$ cat src/pwc_pkg.sv
/*
 * Shared constants, types and register layout of the PHY mode and wake control block.
 * Assumes a single 10 MHz clock and synchronous inputs from the PHY analog and bus side.
 */
package pwc_pkg;
	// Clock and documented times
	localparam longint unsigned CLK_HZ = 64'd10000000;
	localparam longint unsigned BREAK_LINK_MS = 64'd1200;
	localparam longint unsigned PMT_RST_US = 64'd100;
	localparam longint unsigned BCR_RST_US = 64'd256;
	localparam longint unsigned BREAK_LINK_CYC = (BREAK_LINK_MS * CLK_HZ + 64'd999) / 64'd1000;
	localparam longint unsigned PMT_RST_CYC = (PMT_RST_US * CLK_HZ + 64'd999999) / 64'd1000000;
	localparam longint unsigned BCR_RST_CYC = (BCR_RST_US * CLK_HZ + 64'd999999) / 64'd1000000;
	localparam int TMR_W = 24;
	localparam int TMR_N = 3;
	localparam int TMR_BREAK = 0;
	localparam int TMR_PMT = 1;
	localparam int TMR_BCR = 2;

	// Management register offsets
	localparam logic [4:0] OFS_BASIC_CONTROL = 5'h00;
	localparam logic [4:0] OFS_MODE_CONTROL = 5'h11;
	localparam logic [4:0] OFS_CROSSOVER = 5'h1b;
	// Configuration space offsets
	localparam logic [7:0] OFS_PM_CAP = 8'h78;
	localparam logic [7:0] OFS_PM_CSR = 8'h7c;

	// Basic control fields
	localparam int BCR_SOFT_RESET = 15;
	localparam int BCR_SPEED = 13;
	localparam int BCR_AN_ENABLE = 12;
	localparam int BCR_POWER_DOWN = 11;
	localparam int BCR_AN_RESTART = 9;
	localparam int BCR_DUPLEX = 8;
	localparam logic [15:0] BCR_RST = 16'h3000;
	// Mode control fields
	localparam int MCS_EON_FLAG = 15;
	localparam int MCS_EON_IE = 14;
	localparam int MCS_EDPD_EN = 13;
	localparam int MCS_ENERGY = 1;
	localparam logic [15:0] MCS_RST = 16'h0000;
	// Crossover fields
	localparam int XO_AUTO_DIS = 15;
	localparam int XO_SWAP = 13;
	localparam logic [15:0] XO_RST = 16'h0000;
	// Power management control
	localparam int PMT_PHY_SOFT_RESET_BIT = 10;

	// Capability word; identity-like fields are arbitrary neutral values
	localparam logic [7:0] PMC_CAP_ID = 8'h01;
	localparam logic [7:0] PMC_NEXT_PTR = 8'h00;
	localparam logic [2:0] PMC_VERSION = 3'h2;
	localparam logic [2:0] PMC_AUX_CUR_AUX = 3'h1;
	localparam logic [2:0] PMC_AUX_CUR_NOAUX = 3'h0;
	localparam logic [3:0] PMC_PME_SUP_BASE = 4'h9;
	// Control and status fields
	localparam int CSR_PME_STATUS = 15;
	localparam int CSR_PME_EN = 8;
	localparam logic [1:0] PS_D0 = 2'h0;
	localparam logic [1:0] PS_D3 = 2'h3;

	typedef enum logic [1:0] {
		AN_DROP = 2'b00,
		AN_NEG = 2'b01,
		AN_UP = 2'b11,
		AN_FORCED = 2'b10
	} pwc_an_t;

	typedef struct packed {
		logic sel;
		logic we;
		logic [4:0] addr;
		logic [15:0] wdata;
	} pwc_mgmt_req_t;

	typedef struct packed {
		logic req;
		logic we;
		logic [7:0] addr;
		logic [3:0] be;
		logic [31:0] wdata;
	} pwc_cfg_req_t;

	typedef struct packed {
		logic bcr_spd;
		logic bcr_an;
		logic bcr_pd;
		logic bcr_dup;
		logic edpd_en;
		logic eon_ie;
		logic eon_flag;
		logic energy_d;
		logic mdix_dis;
		logic mdix_sel;
		logic strap_q;
		logic strap_done;
		pwc_an_t an;
		logic [1:0] pstate;
		logic pme_en;
		logic pme_st;
		logic res_spd;
		logic res_dup;
		logic pd_d;
		logic [15:0] mgmt_rdata;
		logic [31:0] cfg_rdata;
		logic cfg_ack;
	} pwc_state_t;
endpackage : pwc_pkg

$ cat src/pwc_span_timer.sv
/*
 * One-shot interval counter for reset and link-drop intervals.
 * Assumes start is a single-cycle pulse and len is at least one.
 */
`timescale 1ns/1ps
module pwc_span_timer
	import pwc_pkg::*;
(
	input wire logic clock,
	input wire logic arst_n,
	input wire logic start,
	input wire logic [TMR_W-1:0] len,
	output logic busy,
	output logic done
);
	logic [TMR_W-1:0] cnt_q;
	logic [TMR_W-1:0] cnt_d;

	always_comb begin
		cnt_d = cnt_q;
		if (start) begin
			cnt_d = len;
		end else if (cnt_q != '0) begin
			cnt_d = cnt_q - 1'b1;
		end
	end

	always_ff @(posedge clock or negedge arst_n) begin
		if (!arst_n) begin
			cnt_q <= '0;
		end else begin
			cnt_q <= cnt_d;
		end
	end

	assign busy = (cnt_q != '0);
	assign done = (cnt_q == {{(TMR_W-1){1'b0}}, 1'b1});
endmodule : pwc_span_timer

$ cat src/pwc_top.sv
/*
 * PHY mode control (negotiation, forced mode, duplex, crossover, power-down, soft resets)
 * and bus power management registers with the wake request output.
 * Assumes all inputs are synchronous to clock; analog PHY and bus logic sit outside.
 */
`timescale 1ns/1ps
// Behaviour
// - Setting the restart bit restarts negotiation at any time; here only when the same write also sets bit 12 and leaves bit 15 clear.
// - Loss of received signal restarts negotiation automatically.
// - Management restart halts traffic, waits the link-drop interval, then negotiates.
// - Negotiation off: speed and duplex come from control bits 13 and 8.
// - Negotiation on: forced speed and duplex bits are ignored.
// - Half duplex: carrier on transmit or receive; receive during transmit is collision.
// - Full duplex: carrier on receive only, collision never reported.
// - Automatic crossover follows detected pair roles.
// - Crossover disable bit or strap turns it off; select bit chooses pairs.
// - General power-down bit keeps the PHY off except management.
// - Clearing general power-down powers up and applies a PHY reset.
// - Energy-detect mode powers down and silences PHY while no line energy.
// - Energy arrival powers up, keeps prior state, sets energy-on flag.
// - Enabled energy-on event becomes PHY interrupt and wake event.
// - Power control bit 10 starts PHY reset, self-clears after about 100us.
// - Control bit 15 resets PHY except exempt bits, clears after about 256us.
// - Enabled wake events drive wake request low in every power state.
// - Capability register at 78h, control and status at 7Ch.
// - Data scale and select fields always read zero.
// - Aux current field depends on aux power detect input.
// - Wake from cold state only allowed when aux power detected.
// - Aux present without main power isolates the bus interface completely.
module pwc_top
	import pwc_pkg::*;
#(
	parameter logic [TMR_W-1:0] BREAK_CYCLES = TMR_W'(BREAK_LINK_CYC)
) (
	input wire logic clock,
	input wire logic arst_n,
	input pwc_pkg::pwc_mgmt_req_t mgmt_req,
	output logic [15:0] mgmt_rdata,
	input pwc_pkg::pwc_cfg_req_t cfg_req,
	output logic cfg_ack,
	output logic [31:0] cfg_rdata,
	input wire logic pmt_we,
	input wire logic [31:0] pmt_wdata,
	output logic [31:0] pmt_rdata,
	input wire logic signal_lost,
	input wire logic an_complete,
	input wire logic an_speed_100,
	input wire logic an_full_duplex,
	input wire logic tx_active,
	input wire logic rx_active,
	input wire logic pair_swap_detect,
	input wire logic crossover_auto_strap,
	input wire logic energy_present,
	input wire logic wake_frame,
	input wire logic link_change,
	input wire logic aux_power_detect,
	input wire logic main_power_good,
	input wire logic bus_reset_n,
	output logic speed_100,
	output logic full_duplex,
	output logic an_negotiating,
	output logic traffic_halt,
	output logic carrier_sense,
	output logic collision,
	output logic mdix_swap,
	output logic phy_powered_down,
	output logic phy_tx_enable,
	output logic phy_reset,
	output logic phy_irq,
	output logic wake_request_n,
	output logic bus_isolated
);
	import pwc_pkg::*;

	pwc_state_t q;
	pwc_state_t d;
	logic [TMR_N-1:0] tmr_start;
	logic [TMR_N-1:0] tmr_busy;
	logic [TMR_N-1:0] tmr_done;
	logic [TMR_W-1:0] tmr_len [TMR_N];
	logic bcr_wr, mcs_wr, xo_wr, mcs_rd, cfg_ok, csr_wr;
	logic mgmt_restart, pd_release, eon_event, pme_event, held, auto_xo;

	function automatic logic mgmt_hit(input pwc_mgmt_req_t r, input logic [4:0] ofs);
		mgmt_hit = r.sel && (r.addr == ofs);
	endfunction : mgmt_hit

	assign tmr_len[TMR_BREAK] = BREAK_CYCLES;
	assign tmr_len[TMR_PMT] = TMR_W'(PMT_RST_CYC);
	assign tmr_len[TMR_BCR] = TMR_W'(BCR_RST_CYC);

	genvar gi;
	generate
		for (gi = 0; gi < TMR_N; gi++) begin : g_tmr
			pwc_span_timer u_tmr (
				.clock(clock),
				.arst_n(arst_n),
				.start(tmr_start[gi]),
				.len(tmr_len[gi]),
				.busy(tmr_busy[gi]),
				.done(tmr_done[gi])
			);
		end
	endgenerate

	assign bcr_wr = mgmt_hit(mgmt_req, OFS_BASIC_CONTROL) && mgmt_req.we;
	assign mcs_wr = mgmt_hit(mgmt_req, OFS_MODE_CONTROL) && mgmt_req.we;
	assign xo_wr = mgmt_hit(mgmt_req, OFS_CROSSOVER) && mgmt_req.we;
	assign mcs_rd = mgmt_hit(mgmt_req, OFS_MODE_CONTROL) && !mgmt_req.we;
	assign bus_isolated = aux_power_detect && !main_power_good;
	assign cfg_ok = cfg_req.req && !bus_isolated;
	assign csr_wr = cfg_ok && cfg_req.we && (cfg_req.addr == OFS_PM_CSR);

	// Restart only counts when negotiation ends up enabled by the same write
	assign mgmt_restart = bcr_wr && mgmt_req.wdata[BCR_AN_RESTART]
		&& mgmt_req.wdata[BCR_AN_ENABLE] && !mgmt_req.wdata[BCR_SOFT_RESET];
	assign pd_release = q.pd_d && !q.bcr_pd;
	assign tmr_start[TMR_BREAK] = mgmt_restart;
	assign tmr_start[TMR_PMT] = pmt_we && pmt_wdata[PMT_PHY_SOFT_RESET_BIT] && !tmr_busy[TMR_PMT];
	assign tmr_start[TMR_BCR] = (bcr_wr && mgmt_req.wdata[BCR_SOFT_RESET] && !tmr_busy[TMR_BCR])
		|| pd_release;
	assign phy_reset = tmr_busy[TMR_PMT] || tmr_busy[TMR_BCR];

	assign phy_powered_down = q.bcr_pd || (q.edpd_en && !energy_present);
	assign held = phy_powered_down || phy_reset;
	assign traffic_halt = held || (q.an == AN_DROP);
	assign phy_tx_enable = !traffic_halt;
	assign an_negotiating = (q.an == AN_NEG);
	assign eon_event = q.edpd_en && energy_present && !q.energy_d;
	assign phy_irq = q.eon_flag && q.eon_ie;
	// Cold state wake needs aux power; with it absent the device is simply unpowered
	assign pme_event = (wake_frame || link_change || (eon_event && q.eon_ie))
		&& (main_power_good || aux_power_detect);
	assign wake_request_n = !(q.pme_st && q.pme_en);

	assign speed_100 = q.res_spd;
	assign full_duplex = q.res_dup;
	assign carrier_sense = q.res_dup ? rx_active : (rx_active || tx_active);
	assign collision = !q.res_dup && tx_active && rx_active;
	// Strap is taken one clock after release, so the reset value stands in meanwhile
	assign auto_xo = !q.mdix_dis && q.strap_q;
	assign mdix_swap = auto_xo ? pair_swap_detect : q.mdix_sel;

	assign mgmt_rdata = q.mgmt_rdata;
	assign cfg_ack = q.cfg_ack;
	assign cfg_rdata = q.cfg_rdata;
	assign pmt_rdata = {21'h0, tmr_busy[TMR_PMT], 10'h0};

	always_comb begin
		d = q;
		d.cfg_ack = 1'b0;
		d.energy_d = energy_present;
		d.pd_d = q.bcr_pd;
		if (!q.strap_done) begin
			d.strap_q = crossover_auto_strap;
			d.strap_done = 1'b1;
		end
		// Management writes
		if (bcr_wr) begin
			d.bcr_spd = mgmt_req.wdata[BCR_SPEED];
			d.bcr_an = mgmt_req.wdata[BCR_AN_ENABLE];
			d.bcr_pd = mgmt_req.wdata[BCR_POWER_DOWN];
			d.bcr_dup = mgmt_req.wdata[BCR_DUPLEX];
		end
		if (mcs_wr) begin
			d.edpd_en = mgmt_req.wdata[MCS_EDPD_EN];
			d.eon_ie = mgmt_req.wdata[MCS_EON_IE];
		end
		if (xo_wr) begin
			d.mdix_dis = mgmt_req.wdata[XO_AUTO_DIS];
			d.mdix_sel = mgmt_req.wdata[XO_SWAP];
		end
		// Soft resets restore defaults; control bit 15 exempts crossover and energy-detect enable, power control bit 10 resets all
		if (tmr_start[TMR_BCR] && !pd_release) begin
			d.bcr_spd = BCR_RST[BCR_SPEED];
			d.bcr_an = BCR_RST[BCR_AN_ENABLE];
			d.bcr_pd = BCR_RST[BCR_POWER_DOWN];
			d.bcr_dup = BCR_RST[BCR_DUPLEX];
			d.eon_ie = MCS_RST[MCS_EON_IE];
		end
		if (tmr_start[TMR_PMT]) begin
			d.bcr_spd = BCR_RST[BCR_SPEED];
			d.bcr_an = BCR_RST[BCR_AN_ENABLE];
			d.bcr_pd = BCR_RST[BCR_POWER_DOWN];
			d.bcr_dup = BCR_RST[BCR_DUPLEX];
			d.edpd_en = MCS_RST[MCS_EDPD_EN];
			d.eon_ie = MCS_RST[MCS_EON_IE];
			d.mdix_dis = XO_RST[XO_AUTO_DIS];
			d.mdix_sel = XO_RST[XO_SWAP];
		end
		// Energy-on flag clears on read; a new event in that cycle wins
		if (mcs_rd) begin
			d.eon_flag = 1'b0;
		end
		if (eon_event) begin
			d.eon_flag = 1'b1;
		end
		// Negotiation sequencer
		case (q.an)
			AN_FORCED: if (d.bcr_an) d.an = AN_NEG;
			AN_DROP: if (tmr_done[TMR_BREAK]) d.an = AN_NEG;
			AN_NEG: if (an_complete) d.an = AN_UP;
			AN_UP: if (signal_lost) d.an = AN_NEG;
			default: d.an = AN_NEG;
		endcase
		if (!d.bcr_an) begin
			d.an = AN_FORCED;
		end else if (mgmt_restart) begin
			d.an = AN_DROP;
		end else if (held && q.an != AN_DROP) begin
			d.an = AN_NEG;
		end
		if (d.bcr_an) begin
			if (q.an == AN_UP) begin
				d.res_spd = an_speed_100;
				d.res_dup = an_full_duplex;
			end
		end else begin
			d.res_spd = d.bcr_spd;
			d.res_dup = d.bcr_dup;
		end
		// Management read data, registered
		if (mgmt_req.sel && !mgmt_req.we) begin
			d.mgmt_rdata = '0;
			case (mgmt_req.addr)
				OFS_BASIC_CONTROL: begin
					d.mgmt_rdata[BCR_SOFT_RESET] = tmr_busy[TMR_BCR];
					d.mgmt_rdata[BCR_SPEED] = q.bcr_spd;
					d.mgmt_rdata[BCR_AN_ENABLE] = q.bcr_an;
					d.mgmt_rdata[BCR_POWER_DOWN] = q.bcr_pd;
					d.mgmt_rdata[BCR_DUPLEX] = q.bcr_dup;
				end
				OFS_MODE_CONTROL: begin
					d.mgmt_rdata[MCS_EON_FLAG] = q.eon_flag;
					d.mgmt_rdata[MCS_EON_IE] = q.eon_ie;
					d.mgmt_rdata[MCS_EDPD_EN] = q.edpd_en;
					d.mgmt_rdata[MCS_ENERGY] = energy_present;
				end
				OFS_CROSSOVER: begin
					d.mgmt_rdata[XO_AUTO_DIS] = q.mdix_dis;
					d.mgmt_rdata[XO_SWAP] = q.mdix_sel;
				end
				default: d.mgmt_rdata = '0;
			endcase
		end
		// Configuration space
		if (cfg_ok) begin
			d.cfg_ack = 1'b1;
			if (!cfg_req.we) begin
				case (cfg_req.addr)
					OFS_PM_CAP: d.cfg_rdata = {aux_power_detect, PMC_PME_SUP_BASE, 2'b00,
						aux_power_detect ? PMC_AUX_CUR_AUX : PMC_AUX_CUR_NOAUX,
						3'b000, PMC_VERSION, PMC_NEXT_PTR, PMC_CAP_ID};
					OFS_PM_CSR: d.cfg_rdata = {16'h0, q.pme_st, 6'h00, q.pme_en,
						6'h00, q.pstate};
					default: d.cfg_rdata = '0;
				endcase
			end
		end
		if (csr_wr && cfg_req.be[0]
			&& (cfg_req.wdata[1:0] == PS_D0 || cfg_req.wdata[1:0] == PS_D3)) begin
			d.pstate = cfg_req.wdata[1:0];
		end
		if (csr_wr && cfg_req.be[1]) begin
			d.pme_en = cfg_req.wdata[CSR_PME_EN];
			if (cfg_req.wdata[CSR_PME_STATUS]) begin
				d.pme_st = 1'b0;
			end
		end
		if (pme_event) begin
			d.pme_st = 1'b1;
		end
		if (!bus_reset_n && !bus_isolated) begin
			d.pstate = PS_D0;
		end
	end

	always_ff @(posedge clock or negedge arst_n) begin
		if (!arst_n) begin
			q <= '{bcr_spd: BCR_RST[BCR_SPEED], bcr_an: BCR_RST[BCR_AN_ENABLE],
				bcr_pd: BCR_RST[BCR_POWER_DOWN], bcr_dup: BCR_RST[BCR_DUPLEX],
				edpd_en: MCS_RST[MCS_EDPD_EN], eon_ie: MCS_RST[MCS_EON_IE],
				mdix_dis: XO_RST[XO_AUTO_DIS], mdix_sel: XO_RST[XO_SWAP],
				strap_q: 1'b1, an: AN_NEG, pstate: PS_D0, default: '0};
		end else begin
			q <= d;
		end
	end

	pd_off_a: assert property (
		@(posedge clock) disable iff (!arst_n) q.bcr_pd |-> (phy_powered_down && !phy_tx_enable))
		else $error("PHY active during general power-down");
	edpd_off_a: assert property (
		@(posedge clock) disable iff (!arst_n)
		(q.edpd_en && !energy_present) |-> !phy_tx_enable)
		else $error("transmit enabled without line energy");
	fdx_col_a: assert property (
		@(posedge clock) disable iff (!arst_n)
		full_duplex |-> (!collision && (carrier_sense == rx_active)))
		else $error("full duplex carrier or collision wrong");
	hdx_col_a: assert property (
		@(posedge clock) disable iff (!arst_n)
		(!full_duplex && tx_active && rx_active) |-> (collision && carrier_sense))
		else $error("half duplex collision missed");
	forced_mode_a: assert property (
		@(posedge clock) disable iff (!arst_n)
		(bcr_wr && !mgmt_req.wdata[BCR_AN_ENABLE] && !mgmt_req.wdata[BCR_SOFT_RESET])
		|=> (speed_100 == $past(mgmt_req.wdata[BCR_SPEED])) && (an_negotiating == 1'b0))
		else $error("forced speed not applied");
	restart_drop_a: assert property (
		@(posedge clock) disable iff (!arst_n)
		mgmt_restart |=> (traffic_halt && q.an == AN_DROP) [*8])
		else $error("restart did not hold link down");
	pmt_busy_a: assert property (
		@(posedge clock) disable iff (!arst_n)
		tmr_start[TMR_PMT] |=> (pmt_rdata[PMT_PHY_SOFT_RESET_BIT] && phy_reset) [*8] ##[1:1000]
		!pmt_rdata[PMT_PHY_SOFT_RESET_BIT])
		else $error("PHY reset bit timing wrong");
	bcr_busy_a: assert property (
		@(posedge clock) disable iff (!arst_n)
		(bcr_wr && mgmt_req.wdata[BCR_SOFT_RESET]) |=> phy_reset ##1 q.bcr_an)
		else $error("soft reset not started");
	xo_manual_a: assert property (
		@(posedge clock) disable iff (!arst_n) q.mdix_dis |-> (mdix_swap == q.mdix_sel))
		else $error("manual pair select ignored");
	iso_ignore_a: assert property (
		@(posedge clock) disable iff (!arst_n)
		(bus_isolated && cfg_req.req && !(cfg_ok)) |=> !cfg_ack)
		else $error("isolated bus access answered");
	csr_zero_a: assert property (
		@(posedge clock) disable iff (!arst_n)
		(cfg_ok && !cfg_req.we && cfg_req.addr == OFS_PM_CSR) |=> (cfg_rdata[14:9] == 6'h00))
		else $error("data scale or select not zero");
	wake_a: assert property (
		@(posedge clock) disable iff (!arst_n)
		(pme_event && q.pme_en && !csr_wr) |=> !wake_request_n)
		else $error("wake request not asserted");
	eon_flag_a: assert property (
		@(posedge clock) disable iff (!arst_n) eon_event |=> q.eon_flag)
		else $error("energy-on flag not set");

	an_up_c: cover property (@(posedge clock) disable iff (!arst_n) q.an == AN_UP);
	drop_done_c: cover property (@(posedge clock) disable iff (!arst_n) tmr_done[TMR_BREAK]);
	eon_c: cover property (@(posedge clock) disable iff (!arst_n) eon_event && q.eon_ie);
	wake_c: cover property (@(posedge clock) disable iff (!arst_n) $fell(wake_request_n));
endmodule : pwc_top

$ cat config.mk
export PLATFORM = sky130hd
export DESIGN_NAME = pwc_top
export DESIGN_NICKNAME = d
export VERILOG_FILES = /design/src/pwc_pkg.sv /design/src/pwc_span_timer.sv /design/src/pwc_top.sv
export SDC_FILE = /design/constraint.sdc
export NUM_CORES = 1
export LEC_CHECK = 0
export BUFFER_PORTS_ARGS = -buffer_cell sky130_fd_sc_hd__buf_2
export CAP_MARGIN = 20
export CORE_ASPECT_RATIO = 0.5
export CORE_MARGIN = 2
export CORE_UTILIZATION = 55
export DETAILED_ROUTE_END_ITERATION = 7
export PLACE_DENSITY = 0.9
export SLEW_MARGIN = 20
export SYNTH_ARGS = -nofsm -noshare
export SYNTH_HDL_FRONTEND = slang
export SYNTH_SLANG_ARGS = --single-unit
$ cat constraint.sdc
create_clock -name clock -period 8.1 [get_ports clock]
set_input_delay 1.215 -clock clock [delete_from_list [all_inputs] [get_ports clock]]
set_output_delay 1.215 -clock clock [all_outputs]
set_load 0.01 [all_outputs]
=== Word level (Yosys, flattened, before mapping) ===
Index checks and enable logic that the tools add are counted.

* Flip-flop bits (word level): 133
* Output and inout port bits: 94

* Add/sub/neg operators: 3
* Equal/unequal tests: 13
* Multiplexer cells: 40
* Bitwise logic cells: 1
* Reductions and logical operators: 82

{| class="wikitable"
|+ Operator list
! kind !! count
|-
| $mux 24 || 6
|-
| $reduce_bool 24->1 || 3
|-
| $sub 24x1->24 const B || 3
|-
| $pmux 32 s2 || 1
|-
| $logic_and 1x1->1 || 36
|-
| $mux 2 || 14
|-
| $eq 24x1->1 const B || 1
|-
| $reduce_bool 2->1 || 10
|-
| $eq 8x7->1 const B || 2
|-
| $logic_not 1->1 || 15
|-
| $mux 1 || 13
|-
| $eq 5x5->1 const B || 2
|-
| $logic_or 1x1->1 || 10
|-
| $mux 4 || 2
|-
| $pmux 2 s4 || 1
|-
| $eq 2x2->1 const B || 3
|-
| $mux 6 || 1
|-
| $pmux 1 s3 || 2
|-
| $reduce_bool 3->1 || 2
|-
| $logic_not 5->1 || 1
|-
| $ne 5x2->1 const B || 1
|-
| $ne 5x3->1 const B || 1
|-
| $ne 5x4->1 const B || 1
|-
| $logic_not 2->1 || 2
|-
| other kinds (5) || 6
|}

=== Longest topological paths before layout ===
* Depth after elaboration: 11
* Mapped depth: 9
* Depth with buffers taken out: 7

=== Modules after synthesis ===
Synthesis repeated with hierarchy kept, for this count alone.

* Cells, all modules: 742
* Area, all modules: 7,070.5 µm²

{| class="wikitable"
|+ By module, submodules not included
! module !! instances !! cells each !! area an instance (µm²) !! seq. area each (µm²)
|-
| pwc_span_timer at g_tmr[0].u_tmr ... || 2 || 160 || 1,556.5 || 600.6
|-
| pwc_top || 1 || 254 || 2,339.7 || 880.8
|-
| pwc_span_timer at g_tmr[2].u_tmr || 1 || 168 || 1,617.8 || 600.6
|}

=== Worst setup path before layout ===
Ideal clock, no wire load.

* Path type: register to output
* Start point: reg g_tmr[1].u_tmr.cnt_q[4]
* End point: out traffic_halt
* Data arrival time: 2.407 ns
* Data required time: 6.885 ns
* Slack: 4.478 ns
* Cell stages (with the launch flop): 7
* Path buffers: 0
* Cells stage by stage: dfrtp_1 > or4_4 > nand4b_4 > nor2_8 > inv_6 > or4_4 > or3_1

* Word-level cells in the longest chain between the ends: 4

{| class="wikitable"
|+ Ends and longest elaborated chain
! item !! RTL line !! source
|-
| from (decl) || pwc_span_timer.sv:16 || <nowiki>logic [TMR_W-1:0] cnt_q;</nowiki>
|-
| from (signal assigned) || pwc_span_timer.sv:32 || <nowiki>cnt_q <= cnt_d;</nowiki>
|-
| $reduce_bool 24->1 || pwc_span_timer.sv:36 || <nowiki>assign busy = (cnt_q != '0);</nowiki>
|-
| via g_tmr[1].u_tmr.busy || pwc_span_timer.sv:13 || <nowiki>output logic busy,</nowiki>
|-
| $logic_or 1x1->1 || pwc_top.sv:122 || <nowiki>assign phy_reset = tmr_busy[TMR_PMT] || tmr_busy[TMR_BCR];</nowiki>
|-
| via phy_reset || pwc_top.sv:68 || <nowiki>output logic phy_reset,</nowiki>
|-
| $logic_or 1x1->1 || pwc_top.sv:125 || <nowiki>assign held = phy_powered_down || phy_reset;</nowiki>
|-
| $logic_or 1x1->1 || pwc_top.sv:126 || <nowiki>assign traffic_halt = held || (q.an == AN_DROP);</nowiki>
|-
| to (decl) || pwc_top.sv:62 || <nowiki>output logic traffic_halt,</nowiki>
|}

The timed path passes the listed nets, and every way through them passes these cells.

=== Final worst setup path ===
* Start point: reg g_tmr[1].u_tmr.cnt_q[18]
* End point: out traffic_halt

* Word-level cells in the longest chain between the ends: 4

{| class="wikitable"
|+ Ends and longest elaborated chain
! item !! RTL line
|-
| $reduce_bool 24->1 || pwc_span_timer.sv:36
|-
| $logic_or 1x1->1 || pwc_top.sv:122
|-
| $logic_or 1x1->1 || pwc_top.sv:125
|-
| $logic_or 1x1->1 || pwc_top.sv:126
|}

No other way between the ends.

==> impl_metrics.json <==
{
  "outcome": "finished, final reports clean",
  "hp-start": "mgmt_rdata[15]$_DFFE_PN0P_",
  "dieArea_um2": 12010,
  "synth.avg_cell_area_um2": 9.557,
  "ant_nets": 0,
  "nets": 824,
  "drive_gt1_frac": 0.1776,
  "maxSlewHeadroom": 0.3633,
  "syn_area_um2": 6107,
  "grt_max_degree": 68,
  "worst_setup_path_start_kind": "register",
  "ys.flop_type": "dfrtp_1",
  "ys_seq_area_frac": 0.4393,
  "ff2ff_path_depth": 7,
  "synthToLayoutAreaGrowth_pct": 8.564,
  "cts_tree": "yes",
  "worstSetupEndpointType": "primary output",
  "yosys-top-cells-area": "dfrtp_1, buf_4, nand2_1",
  "worstPathArrival_ns": 3.11,
  "final_cell_mix": "dfrtp_1, buf_2, conb_1, nand2_1, nor2_1",
  "rsz0062_at_grt": "false",
  "drv_slew": 0,
  "die_h_um": 78.51,
  "gr-usage-met3": 0.04694,
  "firstDrtPassIters": 5,
  "fin_crit_sh": 0.5345,
  "port_buffers": 78,
  "fmax_ghz": 0.2310,
  "min_path_cells": 2,
  "place_congestion": 0.8653,
  "cts_buffers": 9,
  "ir_drop_uv": 126.1,
  "finClkSkew_ns": 0.006771,
  "synth_seq_cells": 107,
  "multi_input_area_um2": 2958,
  "timing.rr.end": "g_tmr[0].u_tmr.cnt_q[21]$_DFFE_PN0P_",
  "grt_pass1_wl_um": 20970,
  "grt_pass1_vias": 4650,
  "post_cts_buffers": 0,
  "worst_hold_path.endpoint": "mgmt_rdata[15]$_DFFE_PN0P_",
  "slowest_stage": "or4_4",
  "grt.overflow.total": 0,
  "crit_family": "simple AND/OR/NAND/NOR gates",
  "core_area_um2": 10910,
  "fill_cells": 852,
  "ys_async_sr_fraction": 1.000,
  "yosys_warnings": 0,
  "yosys.area.top_type": "dfrtp_1",
  "power_mw": 1.644,
  "route.vias.total": 4857,
  "r2r_start": "g_tmr[0].u_tmr.cnt_q[0]$_DFFE_PN0P_",
  "power.leakage_nw": 2.960,
  "grt_use_total": 0.2125,
  "clk_pin_slew_worst_paths_ns": 0.07,
  "synthesis.instances": 639,
  "cp_num_buf_inv": 2,
  "cts_buffer_depth": 2,
  "drt_iter0_markers": 316,
  "rows": 27,
  "synth_edf_count": 0,
  "antenna_found_initial": 0,
  "met2_usage": 0.3728,
  "fp.dieW_um": 153.0,
  "cp_data_required_time_ns": 6.88,
  "io_pins": 212,
  "routed_wl_um": 12510,
  "viasPerCell": 5.721,
  "clk_latency_ns": 0.35,
  "busiest_layer": "met2",
  "worstSetupPathType": "register to primary output",
  "critPathMaxFanout": 10,
  "tightest_slew_ns": 0.9478,
  "rrSetupSlack_ns": 4.87,
  "powerDensity_nw_per_um2": 248.0,
  "synth.distinct_cells": 65,
  "cts_root_buf": "clkbuf_16",
  "cts_hold_buf": 0,
  "htree_levels": 3,
  "worstPathCellList": "nor4_2 -> nand4_2 -> nor2_8 -> inv_6 -> or4_4 -> or3_1 -> buf_2",
  "cts_sinks": 107,
  "place_inst": 834,
  "wire_per_inst_um": 14.74,
  "seqCellArea_um2": 2683,
  "hold_path.class": "register to register",
  "met1_usage": 0.2521,
  "synth_top_area_frac": 0.4220,
  "cpPeakStageDelay_ns": 0.61,
  "fin_cells": 849,
  "drc_errors": 0,
  "hold_viol_final": 0,
  "setup_viol": 0,
  "fin_crit_ns": 4.329,
  "fin_setup_tns_ns": 0,
  "post-dp-hpwl_um": 9021,
  "initial_core_util": 0.5597,
  "final_common_cell": "dfrtp_1",
  "n_antenna_cell": 0,
  "maxCapViolations": 0,
  "post_cts_resized": 0
}
-- per-layer routing --
layer,wire length [um],part of all wire,vias up
li1,-,-,2274
met3,650,0.052,39
met1,5303,0.42,2366
met5,0,0,-
met4,342,0.027,0
met2,6216,0.50,178
-- flip-flops by register name (all words and copies together), names as in the netlist --
signal             cells
d                      1
speed_100              1
cfg_rdata              6
q                     18
full_duplex            1
g_tmr.u_tmr.cnt_q     72
cfg_ack                1
mgmt_rdata             7
-- cell usage after synthesis, drive strengths merged, types with 6 or more instances --
library cell	instances
dfrtp	103
buf	84
nand2	50
nor2	49
a21oi	29
o21ai	27
or3	24
or4	22
nor3	20
nand3	19
nor4	19
xnor2	19
xor2	15
inv	13
mux2i	13
o31ai	12
nand2b	11
clkbuf	10
nor2b	9
a211oi	8
nand4	7
ha	6
or2	6
-- layout make-up --
| type | count | area share |
|---|---|---|
| clock buffers | 10 | 0.03453 |
| clock inverters | 5 | 0.01547 |
| inverters | 13 | 0.008115 |
| multi-input cells | 487 | 0.4461 |
| flip-flops and latches | 107 | 0.4046 |
| well taps | 145 | 0.02736 |
| repair buffers | 82 | 0.06379 |
-- power breakdown --
part	total [mW]	switching, mW	internal [mW]
clock	0.489	0.189	0.300
sequential	0.742	0.104	0.638
combinational	0.414	0.247	0.167
-- metrics by stage --
stage | utilization | setup WS [ns] | hold slack (ns) | area (um2)
floorplan | - | 4.478 | 0.4193 | 6340
global placement | 0.5767 | 4.255 | 0.4457 | 6292
detailed placement | 0.5767 | 4.224 | 0.4597 | 6292
CTS | 0.6070 | 3.786 | 0.4753 | 6624
global route | 0.6076 | 3.621 | 0.4921 | 6630
finish | 0.6076 | 3.771 | 0.4729 | 6630
-- worst max-delay path by stage --
stage / from / end / slack (ns) / depth (start not counted)
2_1_floorplan: g_tmr[1].u_tmr.cnt_q[4]$_DFFE_PN0P_ / traffic_halt / 4.48 / 6
3_3_place_gp: g_tmr[1].u_tmr.cnt_q[18]$_DFFE_PN0P_ / traffic_halt / 4.25 / 7
3_5_place_dp: g_tmr[1].u_tmr.cnt_q[18]$_DFFE_PN0P_ / traffic_halt / 4.22 / 7
4_1_cts: g_tmr[1].u_tmr.cnt_q[18]$_DFFE_PN0P_ / traffic_halt / 3.79 / 7
5_1_grt: g_tmr[1].u_tmr.cnt_q[18]$_DFFE_PN0P_ / traffic_halt / 3.62 / 7
6_report: g_tmr[1].u_tmr.cnt_q[18]$_DFFE_PN0P_ / traffic_halt / 3.77 / 7
-- worst register-to-register path: cells and delay by family, from the launching register on --
kind                       cells  cell delay (ns)
and+or+nand+nor                3             1.41
DFF                            1             0.41
AOI/OAI and AO/OA              2             0.99
adders and majority gates      1             0.24
buffers and inverters          1             0.11
-- logic make-up after synthesis --
logic type,synth area share
flops,0.4393
xor+xnor,0.04876
other cells,0.001230
compound gates,0.1174
buf+inv,0.1166
simple gates,0.2377
fa+ha+maj,0.01229
mux,0.02684
Power figures use the tool's default switching activity.
